## src/hdl/pmp_pkg.sv

```systemverilog
// Constants, field positions and types shared by the parallel port files
package pmp_pkg;

    // ************************************************************
    // Widths
    // ************************************************************
    localparam int ADDR_W = 16;
    localparam int DATA_W = 16;
    localparam int PADDR_W = 8;
    localparam int CNT_W = 4;

    // ************************************************************
    // Register byte offsets
    // ************************************************************
    localparam logic [7:0] OFF_CONTROL      = 8'h00;
    localparam logic [7:0] OFF_SHARED_DATA  = 8'h04;
    localparam logic [7:0] OFF_WRITE_ADDR   = 8'h08;
    localparam logic [7:0] OFF_READ_ADDR    = 8'h0C;
    localparam logic [7:0] OFF_READ_DATA    = 8'h10;
    localparam logic [7:0] OFF_WRITE_DATA   = 8'h14;
    localparam logic [7:0] OFF_SHARED_ADDR  = 8'h18;

    // ************************************************************
    // Field positions and reset values
    // ************************************************************
    localparam int BIT_DUAL     = 17;
    localparam int BIT_BUSY     = 8;
    localparam int CSF_HI       = 7;
    localparam int CSF_LO       = 6;
    localparam int BIT_READ_GO  = 0;
    localparam int BIT_SEL_TWO  = 15;
    localparam int BIT_SEL_ONE  = 14;
    localparam int LOW_ADDR_MSB = 13;
    localparam logic [15:0] FIELD_RESET = 16'h0000;
    localparam logic [15:0] UPPER_ZERO  = 16'h0000;
    localparam logic [31:0] WORD_ZERO   = 32'h0000_0000;

    // ************************************************************
    // Modes, states and timing
    // ************************************************************
    typedef enum logic [1:0] {
        CSF_ADDR = 2'b00,
        CSF_ONE  = 2'b01,
        CSF_BOTH = 2'b10,
        CSF_RSVD = 2'b11
    } csf_t;

    typedef enum logic [1:0] {
        ST_IDLE  = 2'b00,
        ST_WRITE = 2'b01,
        ST_READ  = 2'b10
    } port_state_t;

    localparam int CLK_MHZ   = 40;
    localparam int STROBE_NS = 50;
    // Least time, so round up to whole cycles
    localparam int STROBE_CYCLES = (STROBE_NS * CLK_MHZ + 999) / 1000;

endpackage

```

## src/hdl/addr_map_if.sv

```systemverilog
// Mapped address and chip-select lines passed from a mapper to the top
`timescale 1ns/1ps
interface addr_map_if;
    logic [15:0] addr;
    logic        cs1;
    logic        cs2;

    modport src (
        output addr,
        output cs1,
        output cs2
    );

    modport dst (
        input addr,
        input cs1,
        input cs2
    );
endinterface

```

## src/hdl/addr_mapper.sv

```systemverilog
// Splits the top two address bits into chip selects or address bits
`timescale 1ns/1ps
module addr_mapper (
    input  wire logic [1:0]  chip_select_function,
    input  wire logic [15:0] addr_reg,
    addr_map_if.src          map
);

    logic two_is_select;
    logic one_is_select;

    // ************************************************************
    // Chip-select decode
    // ************************************************************

    // Reserved code 11 behaves as plain address mode
    assign two_is_select = (chip_select_function == pmp_pkg::CSF_BOTH) ||
                           (chip_select_function == pmp_pkg::CSF_ONE);
    assign one_is_select = (chip_select_function == pmp_pkg::CSF_BOTH);

    // Bit 15: second select or address bit
    assign map.cs2 = two_is_select & addr_reg[pmp_pkg::BIT_SEL_TWO];
    assign map.addr[pmp_pkg::BIT_SEL_TWO] =
        ~two_is_select & addr_reg[pmp_pkg::BIT_SEL_TWO];

    // Bit 14: first select or address bit
    assign map.cs1 = one_is_select & addr_reg[pmp_pkg::BIT_SEL_ONE];
    assign map.addr[pmp_pkg::BIT_SEL_ONE] =
        ~one_is_select & addr_reg[pmp_pkg::BIT_SEL_ONE];

    // Low address bits always pass
    assign map.addr[pmp_pkg::LOW_ADDR_MSB:0] =
        addr_reg[pmp_pkg::LOW_ADDR_MSB:0];

endmodule

```

## src/hdl/pmp_dual_buffer.sv

```systemverilog
// Parallel master port with dual-buffer address and read data registers
//
// Chosen here: the register offsets and the APB slave port.
`timescale 1ns/1ps
module pmp_dual_buffer #(
    parameter int STROBE = pmp_pkg::STROBE_CYCLES
) (
    input  wire logic        clk,
    input  wire logic        rst,
    input  wire logic        psel,
    input  wire logic        penable,
    input  wire logic        pwrite,
    input  wire logic [7:0]  paddr,
    input  wire logic [31:0] pwdata,
    output logic      [31:0] prdata,
    output logic             pready,
    output logic             pslverr,
    output logic      [15:0] port_addr,
    output logic             port_cs1,
    output logic             port_cs2,
    output logic             port_wr_strobe,
    output logic             port_rd_strobe,
    output logic      [15:0] port_data_out,
    output logic             port_data_oe,
    input  wire logic [15:0] port_data_in
);

    // ************************************************************
    // Declarations
    // ************************************************************
    logic                     dual;
    logic [1:0]               chip_select_function;
    logic [15:0]              write_target_address;
    logic [15:0]              read_target_address;
    logic [15:0]              read_input_data;
    logic [15:0]              shared_data_input;
    logic [15:0]              shared_address;
    logic [15:0]              write_data;
    logic [15:0]              data_sync;
    pmp_pkg::port_state_t     state;
    logic [pmp_pkg::CNT_W-1:0] cnt;
    localparam int SYNC_LAG = 2;
    logic [SYNC_LAG-1:0]      cap_pipe;

    wire access;
    wire rd_sample;
    wire wr_en;
    wire sel_control;
    wire sel_shared_data;
    wire sel_write_addr;
    wire sel_read_addr;
    wire sel_read_data;
    wire sel_write_data;
    wire sel_shared_addr;
    wire hit;
    wire busy;
    wire write_go;
    wire read_go;
    wire capture;
    wire capture_late;
    wire last_cycle;
    wire [15:0] write_src;
    wire [15:0] read_src;
    wire [31:0] ctrl_word;
    wire [31:0] rd_word;
    wire [pmp_pkg::CNT_W-1:0] cnt_load;

    addr_map_if wmap ();
    addr_map_if rmap ();

    // ************************************************************
    // Pin input synchroniser
    // ************************************************************
    sync2 #(
        .WIDTH (pmp_pkg::DATA_W)
    ) u_data_sync (
        .clk (clk),
        .rst (rst),
        .d   (port_data_in),
        .q   (data_sync)
    );

    // ************************************************************
    // Address source selection and mapping
    // ************************************************************

    // Dual mode picks the separate registers, else the shared one
    assign write_src = dual ? write_target_address : shared_address;
    assign read_src  = dual ? read_target_address : shared_address;

    // Write side mapping
    addr_mapper u_write_map (
        .chip_select_function      (chip_select_function),
        .addr_reg (write_src),
        .map      (wmap)
    );

    // Read side mapping
    addr_mapper u_read_map (
        .chip_select_function      (chip_select_function),
        .addr_reg (read_src),
        .map      (rmap)
    );

    // ************************************************************
    // APB decode
    // ************************************************************

    // Access phase and the edge that completes it
    assign access    = psel & penable;
    assign rd_sample = access & ~pready;
    assign wr_en     = access & pready & pwrite;

    // Register selects on the aligned byte address
    assign sel_control     = (paddr == pmp_pkg::OFF_CONTROL);
    assign sel_shared_data = (paddr == pmp_pkg::OFF_SHARED_DATA);
    assign sel_write_addr  = (paddr == pmp_pkg::OFF_WRITE_ADDR);
    assign sel_read_addr   = (paddr == pmp_pkg::OFF_READ_ADDR);
    assign sel_read_data   = (paddr == pmp_pkg::OFF_READ_DATA);
    assign sel_write_data  = (paddr == pmp_pkg::OFF_WRITE_DATA);
    assign sel_shared_addr = (paddr == pmp_pkg::OFF_SHARED_ADDR);
    assign hit = sel_control | sel_shared_data | sel_write_addr |
                 sel_read_addr | sel_read_data | sel_write_data |
                 sel_shared_addr;

    // Transaction launches; ignored while a transaction runs
    assign busy     = (state != pmp_pkg::ST_IDLE) | (|cap_pipe);
    assign write_go = wr_en & sel_write_data & ~busy;
    assign read_go  = wr_en & sel_control & pwdata[pmp_pkg::BIT_READ_GO] &
                      ~busy;

    // ************************************************************
    // Read data assembly
    // ************************************************************

    // Control word with live busy flag; read-go always reads zero
    assign ctrl_word = {14'h0000, dual, 8'h00, busy, chip_select_function, 6'h00};

    // Upper halves read as zero for every register except control, which carries dual in bit 17
    assign rd_word =
        sel_control     ? ctrl_word :
        sel_shared_data ? {pmp_pkg::UPPER_ZERO, shared_data_input} :
        sel_write_addr  ? {pmp_pkg::UPPER_ZERO, write_target_address} :
        sel_read_addr   ? {pmp_pkg::UPPER_ZERO, read_target_address} :
        sel_read_data   ? {pmp_pkg::UPPER_ZERO, read_input_data} :
        sel_write_data  ? {pmp_pkg::UPPER_ZERO, write_data} :
        sel_shared_addr ? {pmp_pkg::UPPER_ZERO, shared_address} :
                          pmp_pkg::WORD_ZERO;

    // ************************************************************
    // APB answer
    // ************************************************************

    // One wait state lets every answer come from a flop
    always_ff @(posedge clk or posedge rst) begin
        if (rst) begin
            pready  <= 1'b0;
            pslverr <= 1'b0;
            prdata  <= pmp_pkg::WORD_ZERO;
        end else begin
            pready  <= rd_sample;
            pslverr <= rd_sample & ~hit;
            if (rd_sample) begin
                prdata <= pwrite ? pmp_pkg::WORD_ZERO : rd_word;
            end
        end
    end

    // ************************************************************
    // Software registers
    // ************************************************************

    // Control, address and write data registers
    always_ff @(posedge clk or posedge rst) begin
        if (rst) begin
            dual                 <= 1'b0;
            chip_select_function                  <= pmp_pkg::CSF_ADDR;
            write_target_address <= pmp_pkg::FIELD_RESET;
            read_target_address  <= pmp_pkg::FIELD_RESET;
            shared_address       <= pmp_pkg::FIELD_RESET;
            write_data           <= pmp_pkg::FIELD_RESET;
        end else if (wr_en) begin
            if (sel_control) begin
                dual <= pwdata[pmp_pkg::BIT_DUAL];
                chip_select_function  <= pwdata[pmp_pkg::CSF_HI:pmp_pkg::CSF_LO];
            end
            if (sel_write_addr) begin
                write_target_address <= pwdata[15:0];
            end
            if (sel_read_addr) begin
                read_target_address <= pwdata[15:0];
            end
            if (sel_shared_addr) begin
                shared_address <= pwdata[15:0];
            end
            if (sel_write_data) begin
                write_data <= pwdata[15:0];
            end
        end
    end

    // Capture of port data at the end of a read strobe
    assign last_cycle = (cnt == '0);
    assign capture    = (state == pmp_pkg::ST_READ) & last_cycle;

    // Pin data reaches data_sync only after the synchroniser lag, so the
    // store waits that long to take what stood in the last strobe cycle
    always_ff @(posedge clk or posedge rst) begin
        if (rst) begin
            cap_pipe <= '0;
        end else begin
            cap_pipe <= {cap_pipe[SYNC_LAG-2:0], capture};
        end
    end
    assign capture_late = cap_pipe[SYNC_LAG-1];

    // Captured data beats a software write in the same cycle
    always_ff @(posedge clk or posedge rst) begin
        if (rst) begin
            read_input_data   <= pmp_pkg::FIELD_RESET;
            shared_data_input <= pmp_pkg::FIELD_RESET;
        end else begin
            if (capture_late & dual) begin
                read_input_data <= data_sync;
            end else if (wr_en & sel_read_data) begin
                read_input_data <= pwdata[15:0];
            end
            if (capture_late & ~dual) begin
                shared_data_input <= data_sync;
            end else if (wr_en & sel_shared_data) begin
                shared_data_input <= pwdata[15:0];
            end
        end
    end

    // ************************************************************
    // Port transaction sequencer
    // ************************************************************
    assign cnt_load = pmp_pkg::CNT_W'(STROBE - 1);

    // Address and selects latched at launch stay for the whole strobe
    always_ff @(posedge clk or posedge rst) begin
        if (rst) begin
            state          <= pmp_pkg::ST_IDLE;
            cnt            <= '0;
            port_addr      <= pmp_pkg::FIELD_RESET;
            port_cs1       <= 1'b0;
            port_cs2       <= 1'b0;
            port_wr_strobe <= 1'b0;
            port_rd_strobe <= 1'b0;
            port_data_out  <= pmp_pkg::FIELD_RESET;
            port_data_oe   <= 1'b0;
        end else begin
            case (state)
                pmp_pkg::ST_IDLE: begin
                    if (write_go) begin
                        state          <= pmp_pkg::ST_WRITE;
                        cnt            <= cnt_load;
                        port_addr      <= wmap.addr;
                        port_cs1       <= wmap.cs1;
                        port_cs2       <= wmap.cs2;
                        port_data_out  <= pwdata[15:0];
                        port_data_oe   <= 1'b1;
                        port_wr_strobe <= 1'b1;
                    end else if (read_go) begin
                        state          <= pmp_pkg::ST_READ;
                        cnt            <= cnt_load;
                        port_addr      <= rmap.addr;
                        port_cs1       <= rmap.cs1;
                        port_cs2       <= rmap.cs2;
                        port_rd_strobe <= 1'b1;
                    end
                end
                pmp_pkg::ST_WRITE,
                pmp_pkg::ST_READ: begin
                    if (last_cycle) begin
                        state          <= pmp_pkg::ST_IDLE;
                        port_cs1       <= 1'b0;
                        port_cs2       <= 1'b0;
                        port_wr_strobe <= 1'b0;
                        port_rd_strobe <= 1'b0;
                        port_data_oe   <= 1'b0;
                    end else begin
                        cnt <= cnt - 1'b1;
                    end
                end
                default: begin
                    state <= pmp_pkg::ST_IDLE;
                end
            endcase
        end
    end
endmodule

```

## src/hdl/sync2.sv

```systemverilog
// Two-flop synchroniser for pin inputs
`timescale 1ns/1ps
module sync2 #(
    parameter int WIDTH = 16
) (
    input  wire logic             clk,
    input  wire logic             rst,
    input  wire logic [WIDTH-1:0] d,
    output logic      [WIDTH-1:0] q
);

    logic [WIDTH-1:0] stage;

    // ************************************************************
    // Synchroniser
    // ************************************************************

    // First stage feeds only the second stage
    always_ff @(posedge clk or posedge rst) begin
        if (rst) begin
            stage <= '0;
            q     <= '0;
        end else begin
            stage <= d;
            q     <= stage;
        end
    end

endmodule

```

## config.mk

```make
export PLATFORM = sky130hd
export DESIGN_NAME = pmp_dual_buffer
export DESIGN_NICKNAME = d
export VERILOG_FILES = /design/src/hdl/pmp_pkg.sv /design/src/hdl/addr_map_if.sv /design/src/hdl/addr_mapper.sv /design/src/hdl/pmp_dual_buffer.sv /design/src/hdl/sync2.sv
export SDC_FILE = /design/constraint.sdc
export NUM_CORES = 1
export LEC_CHECK = 0
export BUFFER_PORTS_ARGS = -buffer_cell sky130_fd_sc_hd__buf_4
export CAP_MARGIN = 10
export CORE_MARGIN = 8
export CORE_UTILIZATION = 58
export DETAILED_ROUTE_END_ITERATION = 16
export HOLD_SLACK_MARGIN = 0.12
export PLACE_DENSITY = 0.9
export SLEW_MARGIN = 20
export SYNTH_ARGS = -nofsm -noshare
export SYNTH_HDL_FRONTEND = slang
export SYNTH_HIERARCHICAL = 1
export SYNTH_SLANG_ARGS = --single-unit
```

## constraint.sdc

```tcl
create_clock -name clk -period 7.54 [get_ports clk]
set_input_delay 1.508 -clock clk [delete_from_list [all_inputs] [get_ports clk]]
set_output_delay 1.508 -clock clk [all_outputs]
set_load 0.05 [all_outputs]
```

* Word level (Yosys, flattened, before mapping)
Cells that the tools add are included.
** Storage, ports and cells
- Word-level logic and storage cells :: 134
- Flip-flop bits (word level) :: 209
- Bits of input ports :: 61
- Output and inout port bits :: 71
** Cells by class
- $add $sub $neg :: 1
- Reductions and logical operators :: 23
- Equal/unequal tests :: 16
- Mux-type cells :: 36
- Bitwise logic cells :: 36
** Operator list (count)
- 16-bit 2-to-1 mux :: 14
- 18-bit 2-to-1 mux :: 2
- 8-bit by 5-bit == test with 1-bit output, second input constant :: 3
- 1-bit AND :: 23
- 8-bit by 4-bit == test with 1-bit output, second input constant :: 2
- 2-bit AND reduction :: 8
- 4-bit 2-to-1 mux :: 3
- 2-bit != test, second input constant :: 5
- 2-bit nonzero test :: 5
- 3-bit AND reduction :: 3
- 8-bit by 3-bit == test with 1-bit output, second input constant :: 1
- 8-bit zero test :: 1
- 1-bit 2-to-1 mux :: 8
- 1-bit one-hot mux with 2 select lines :: 4
- 4-bit one-hot mux with 2 select lines :: 1
- 1-bit OR :: 7
- 2-bit 2-to-1 mux :: 3
- 1-bit inverter :: 6
- 2-bit by 1-bit == test with 1-bit output, second input constant :: 2
- 2-bit == test, second input constant :: 2
- 4-bit zero test :: 1
- 2-bit one-hot mux with 2 select lines :: 1
- 4-bit AND reduction :: 1
- 2-bit OR reduction :: 2
- other kinds (4) :: 4

* Logic depth before layout (Yosys ltp)
- Depth after elaboration :: 9
- Gate-level depth with buffers :: 10
- Gate-level depth less buffers :: 8

* Cells and area by module
Netlist, hierarchy kept.
** Modules (own cells, without submodules)
- pmp_dual_buffer :: area an instance 8101.5 µm², cells an instance 824, seq. area each 4053.9 µm², times used 1
- sync2 :: area an instance 804.5 µm², cells an instance 33, seq. area each 800.8 µm², times used 1
- addr_mapper :: area an instance 153.9 µm², cells an instance 20, seq. area each 0.0 µm², times used 2

* Worst setup path before layout
Ideal clock, no wire load.
- Path kind :: input port to flip-flop
- From :: input paddr[5]
- To :: register read_target_address[0]
- Setup time :: 125 ps
- Slack :: 4399 ps
- Stages :: 7
- Buffers on the path :: 2
- Required time :: 7415 ps
- Arrival :: 3016 ps
- Path through :: or3_4 -> nor4_4 -> and3_4 -> and2_4 -> buf_6 -> buf_12 -> mux2_4
** On the way
- Word-level cells in the longest chain between the ends :: 2
** RTL lines
- from (decl) :: RTL line pmp_dual_buffer.sv:13 : input wire logic [7:0] paddr,
- 8-bit by 4-bit == test with 1-bit output :: RTL line pmp_dual_buffer.sv:118 : assign sel_read_addr = (paddr == pmp_pkg::OFF_READ_ADDR);
- 2-bit AND reduction (no line)
- to (signal assigned) :: RTL line pmp_dual_buffer.sv:179 : read_target_address <= pmp_pkg::FIELD_RESET;
- to (signal assigned) :: RTL line pmp_dual_buffer.sv:191 : read_target_address <= pwdata[15:0];
- to (decl) :: RTL line pmp_dual_buffer.sv:34 : logic [15:0] read_target_address;
Every way passes these cells.
A chain may end at the register's enable or synchronous reset.

* Worst setup path in the final report
- From :: input paddr[2]
- To :: register port_cs1
** On the way
- Word-level cells in the longest chain between the ends :: 6
- Elaborated cells on any way between the ends :: 11
- Classes of those cells :: eq/ne: 2; mux: 2; bitwise: 5; reduce/logical: 2
** RTL lines
- 8-bit zero test :: RTL line pmp_dual_buffer.sv:115 : assign sel_control = (paddr == pmp_pkg::OFF_CONTROL);
- 1-bit AND (3 in a row) :: RTL line pmp_dual_buffer.sv:129 : assign read_go = wr_en & sel_control & pwdata[pmp_pkg::BIT_READ_GO] &
- 3-bit != test (no line)
- 3-bit AND reduction (no line)
- to (signal assigned) :: RTL line pmp_dual_buffer.sv:260 : port_cs1 <= wmap.cs1;
- to (signal assigned) :: RTL line pmp_dual_buffer.sv:269 : port_cs1 <= rmap.cs1;
- to (decl) :: RTL line pmp_dual_buffer.sv:19 : output logic port_cs1,
Parallel ways exist; a longest one is shown, timed or not.

==> qor.csv <==
stage,metric,value,unit
hold_path,hold_start,u_data_sync/stage[10]$_DFF_PP0_,
clock_network,post_cts_buffers,0,
drt,num_vias,6948,
clock_network,cts_tree,yes,
synthesis,synth-compound-area-share,0.1119,
global_routing,grt_max_degree,92,
placed_design,port_buffers,101,
setup_path,crit_start,paddr[2],
clock_network,post_cts_resized,0,
timing,tightestPinTransition,1.121,ns
pwr,seqPwrFrac,0.501,
synthesis,yosysSeqAreaShare,0.5269,
timing,period_needed,4.017,ns
hold_path,hold_depth,0,
pwr,power_switching_share,0.2298,
clock_network,clock_path_buffers,2,
setup_path,critical_path_peak_fanout,37,
global_routing,grt_pass1_wl,36.24,mm
finish,drive_above_1_share,0.2570,
floorplan,rows,46,
global_routing,grtUsageMet3,0.06307,
synthesis,synthFlopType,dfrtp_1,
timing,hold_viol_final,0,
drt,ant_nets,0,
setup_path,criticalPathCategory,in -> reg,
pwr,p_comb_frac,0.065,
finish,final_area,10440,µm²
clock_network,clock-sinks,194,
global_routing,grt_pass1_vias,6700,
timing,clock_skew,0.007326,ns
floorplan,fp.coreArea,15710,µm²
hold_path,min_path_type,reg -> reg,
timing,rsz0062_at_grt,no,
synthesis,syn_area,9214,µm²
setup_path,worstRegToRegCells,5,
floorplan,initial_core_util,0.5864,
drt,first_pass_iters,5,
placed_design,dp_hpwl,15.50,mm
floorplan,io_pins,132,
finish,num_antenna_cells,0,
drt,wl_per_cell,19.29,µm
setup_path,rr_endpoint,port_cs1$_DFFE_PP0P_,
timing,slew_violations,0,
global_routing,grt_busiest_layer,met2,
drt,post_drt_via_cell_ratio,5.903,
pwr,p_per_area,203.8,nW/µm²
floorplan,die_h,142.0,µm
timing,relSlewSlack,0.2525,
pwr,p_int,1638,µW
placed_design,place_area,9821,µm²
timing,setup_viol,0,
synthesis,synth.distinct_cells,57,
drt,drt-initial-drc-count,636,
clock_network,cts_buffers,17,
setup_path,endpoint_kind,flip-flop,
timing,max_freq,0.2489,GHz
finish,final-instance-count-excl-fill,1177,
setup_path,critical_path_arrival,4.35,ns
synthesis,synthMuxAreaShare,0.1264,
timing,fin_tns_setup,0,ns
floorplan,die_w,142.0,µm
global_routing,use_met1,0.3108,
drt,drc_errors,0,
clock_network,path_clk_slew,0.06,ns
setup_path,r2r_start,pready$_DFF_PP0_,
timing,period_share,0.5328,
job,drv_cap,0,
synthesis,synthXorXnorAreaFrac,0,
placed_design,numPlacedInstances,1145,
synthesis,async_reset_ff_frac,1.000,
clock_network,root_buffer,clkbuf_16,
outcome,status,finished clean,
global_routing,met2_usage,0.3519,
finish,nets,1015,
pwr,p_leak,0.005171,µW
finish,areaGrowthSynthToFinish,13.25,%
synthesis,synth_top_family_by_area,simple AND/OR/NAND/NOR gates,
global_routing,overflow,0,
placed_design,finalWeightedCongestion,0.9330,
synthesis,yosys.area_share.simple,0.1549,
setup_path,r2r_setup_slack,4.66,ns
setup_path,start_kind,primary input,
floorplan,fp.dieArea,20180,µm²
clock_network,hold_buffers,0,
synthesis,syn_avg_cell_area,10.27,µm²
synthesis,synthAdderAreaFrac,0.006790,
pwr,vdd_drop_max,166.0,µV
global_routing,grt_usage,0.2305,
setup_path,cp.required,7.87,ns
drt,totalWireLength,22.71,mm
synthesis,yosys_warnings,6,
pwr,p_clk_frac,0.434,
clock_network,clk_latency,0.44,ns
clock_network,htreeDepth,4,
finish,num-fill-cells,1149,
global_routing,antenna_found_initial,0,
pwr,p_sw,488.6,µW
synthesis,synth_edf_count,0,
hold_path,min_to,u_data_sync/q[10]$_DFF_PP0_,
synthesis,synth_cells,897,
synthesis,ys_ff_latch,194,
[flip-flops by register name, indices dropped and copies added (netlist names)]
signal,cells
cap_pipe,2
chip_select_function,2
cnt,4
dual,1
port_addr,16
port_cs1,1
port_cs2,1
port_data_oe,1
port_data_out,16
port_rd_strobe,1
prdata,17
pready,1
pslverr,1
read_input_data,16
read_target_address,16
shared_address,16
shared_data_input,16
state,2
u_data_sync/q,16
u_data_sync/stage,16
write_data,16
write_target_address,16
[worst max-delay path, stage by stage]
cell and delay, ns:
buf_4 0.35, nor4b_2 0.59, nand3_2 0.60, nor2_4 0.86, a21oi_1 0.16, o31ai_1 0.25
[cells by family (layout without fill, tap and decap cells)]
logic type               count (synthesis)  count (layout)
AND/OR/NAND/NOR                        313             313
flip-flops                             194             194
AO/OA/AOI/OAI                          157             157
buffers and inverters                  123             173
multiplexers                           104             104
adder cells (fa/ha/maj)                  5               5
other                                    1              15
[cells in the mapped netlist (all sizes together) (2+ instances only)]
library cell    n  area share
nand2         221       0.090
dfrtp         194        0.53
mux2           69       0.088
buf            63       0.048
o21ai          42       0.023
mux2i          35       0.038
nor2           34       0.015
inv            30       0.012
clkbuf         29       0.012
a21oi          27       0.015
a31oi          18       0.013
o22ai          16       0.011
nor2b          15       0.010
o31ai          14       0.011
a211oi         12      0.0098
o221a          12       0.015
and2            9      0.0069
nand3           6      0.0043
ha              5      0.0068
nand4           5      0.0034
and2b           4      0.0038
o211ai          4      0.0033
nor3            3      0.0016
nor3b           3      0.0024
nor4            3      0.0060
o2bb2ai         3      0.0029
a22o            2      0.0019
a32oi           2      0.0019
and3            2      0.0019
nand3b          2      0.0016
nor4b           2      0.0042
[per-stage QoR]
stage / utilization / setup slack, ns / hold slack, ns / total power (µW)
floorplan: - / 1.655 / 0.3312 / 1171
global placement: 0.6250 / 3.292 / 0.3336 / 1219
detailed placement: 0.6250 / 3.182 / 0.3347 / 1221
CTS: 0.6634 / 3.599 / 0.3491 / 2137
global route: 0.6641 / 3.355 / 0.3612 / 2190
finish: 0.6641 / 3.523 / 0.3475 / 2126
[routing by layer]
layer / share of wire / wire length (µm) / vias up
met5: 0 / 0 / -
met2: 0.46 / 10400 / 367
met4: 0.020 / 450 / 0
li1: - / - / 3111
met1: 0.42 / 9594 / 3430
met3: 0.10 / 2262 / 40
[power groups by stage]
stage          Clock (µW)  Combinational (µW)  Sequential, µW
2_1_floorplan           0                69.8            1100
3_3_place_gp            0                 134            1080
3_5_place_dp            0                 136            1090
4_1_cts               934                 137            1070
5_1_grt               976                 148            1070
6_report              923                 137            1070
[cell type report]
class	count	area (µm²)	area share
Multi-Input combinational cell	594	3749	0.3592
Tap cell	216	270.3	0.02590
Inverter	31	121.4	0.01163
Clock inverter	10	132.6	0.01271
Timing Repair Buffer	111	837.1	0.08022
Sequential cell	194	4855	0.4652
Clock buffer	21	470.5	0.04508
[cells in the final DEF, fill, tap and decap left out, types with 15 or more instances in the layout]
cell / Yosys / routed
dfrtp_1: 194 / 194
nor2_1: 33 / 33
nand2_1: 221 / 221
a21oi_1: 27 / 26
inv_1: 30 / 29
clkbuf_16: 0 / 17
buf_4: 45 / 110
o22ai_1: 16 / 16
conb_1: 1 / 15
mux2i_1: 35 / 35
mux2_2: 59 / 59
o21ai_0: 41 / 41
a31oi_1: 17 / 17
[worst max path at each step]
stage,endpoint,slack [ns]
2_1_floorplan,cap_pipe[0]$_DFF_PP0_,1.66
3_3_place_gp,port_cs2$_DFFE_PP0P_,3.29
3_5_place_dp,port_cs1$_DFFE_PP0P_,3.18
4_1_cts,port_cs1$_DFFE_PP0P_,3.60
5_1_grt,port_cs1$_DFFE_PP0P_,3.36
6_report,port_cs1$_DFFE_PP0P_,3.52
Note: power is estimated with default switching activity, not from simulation.
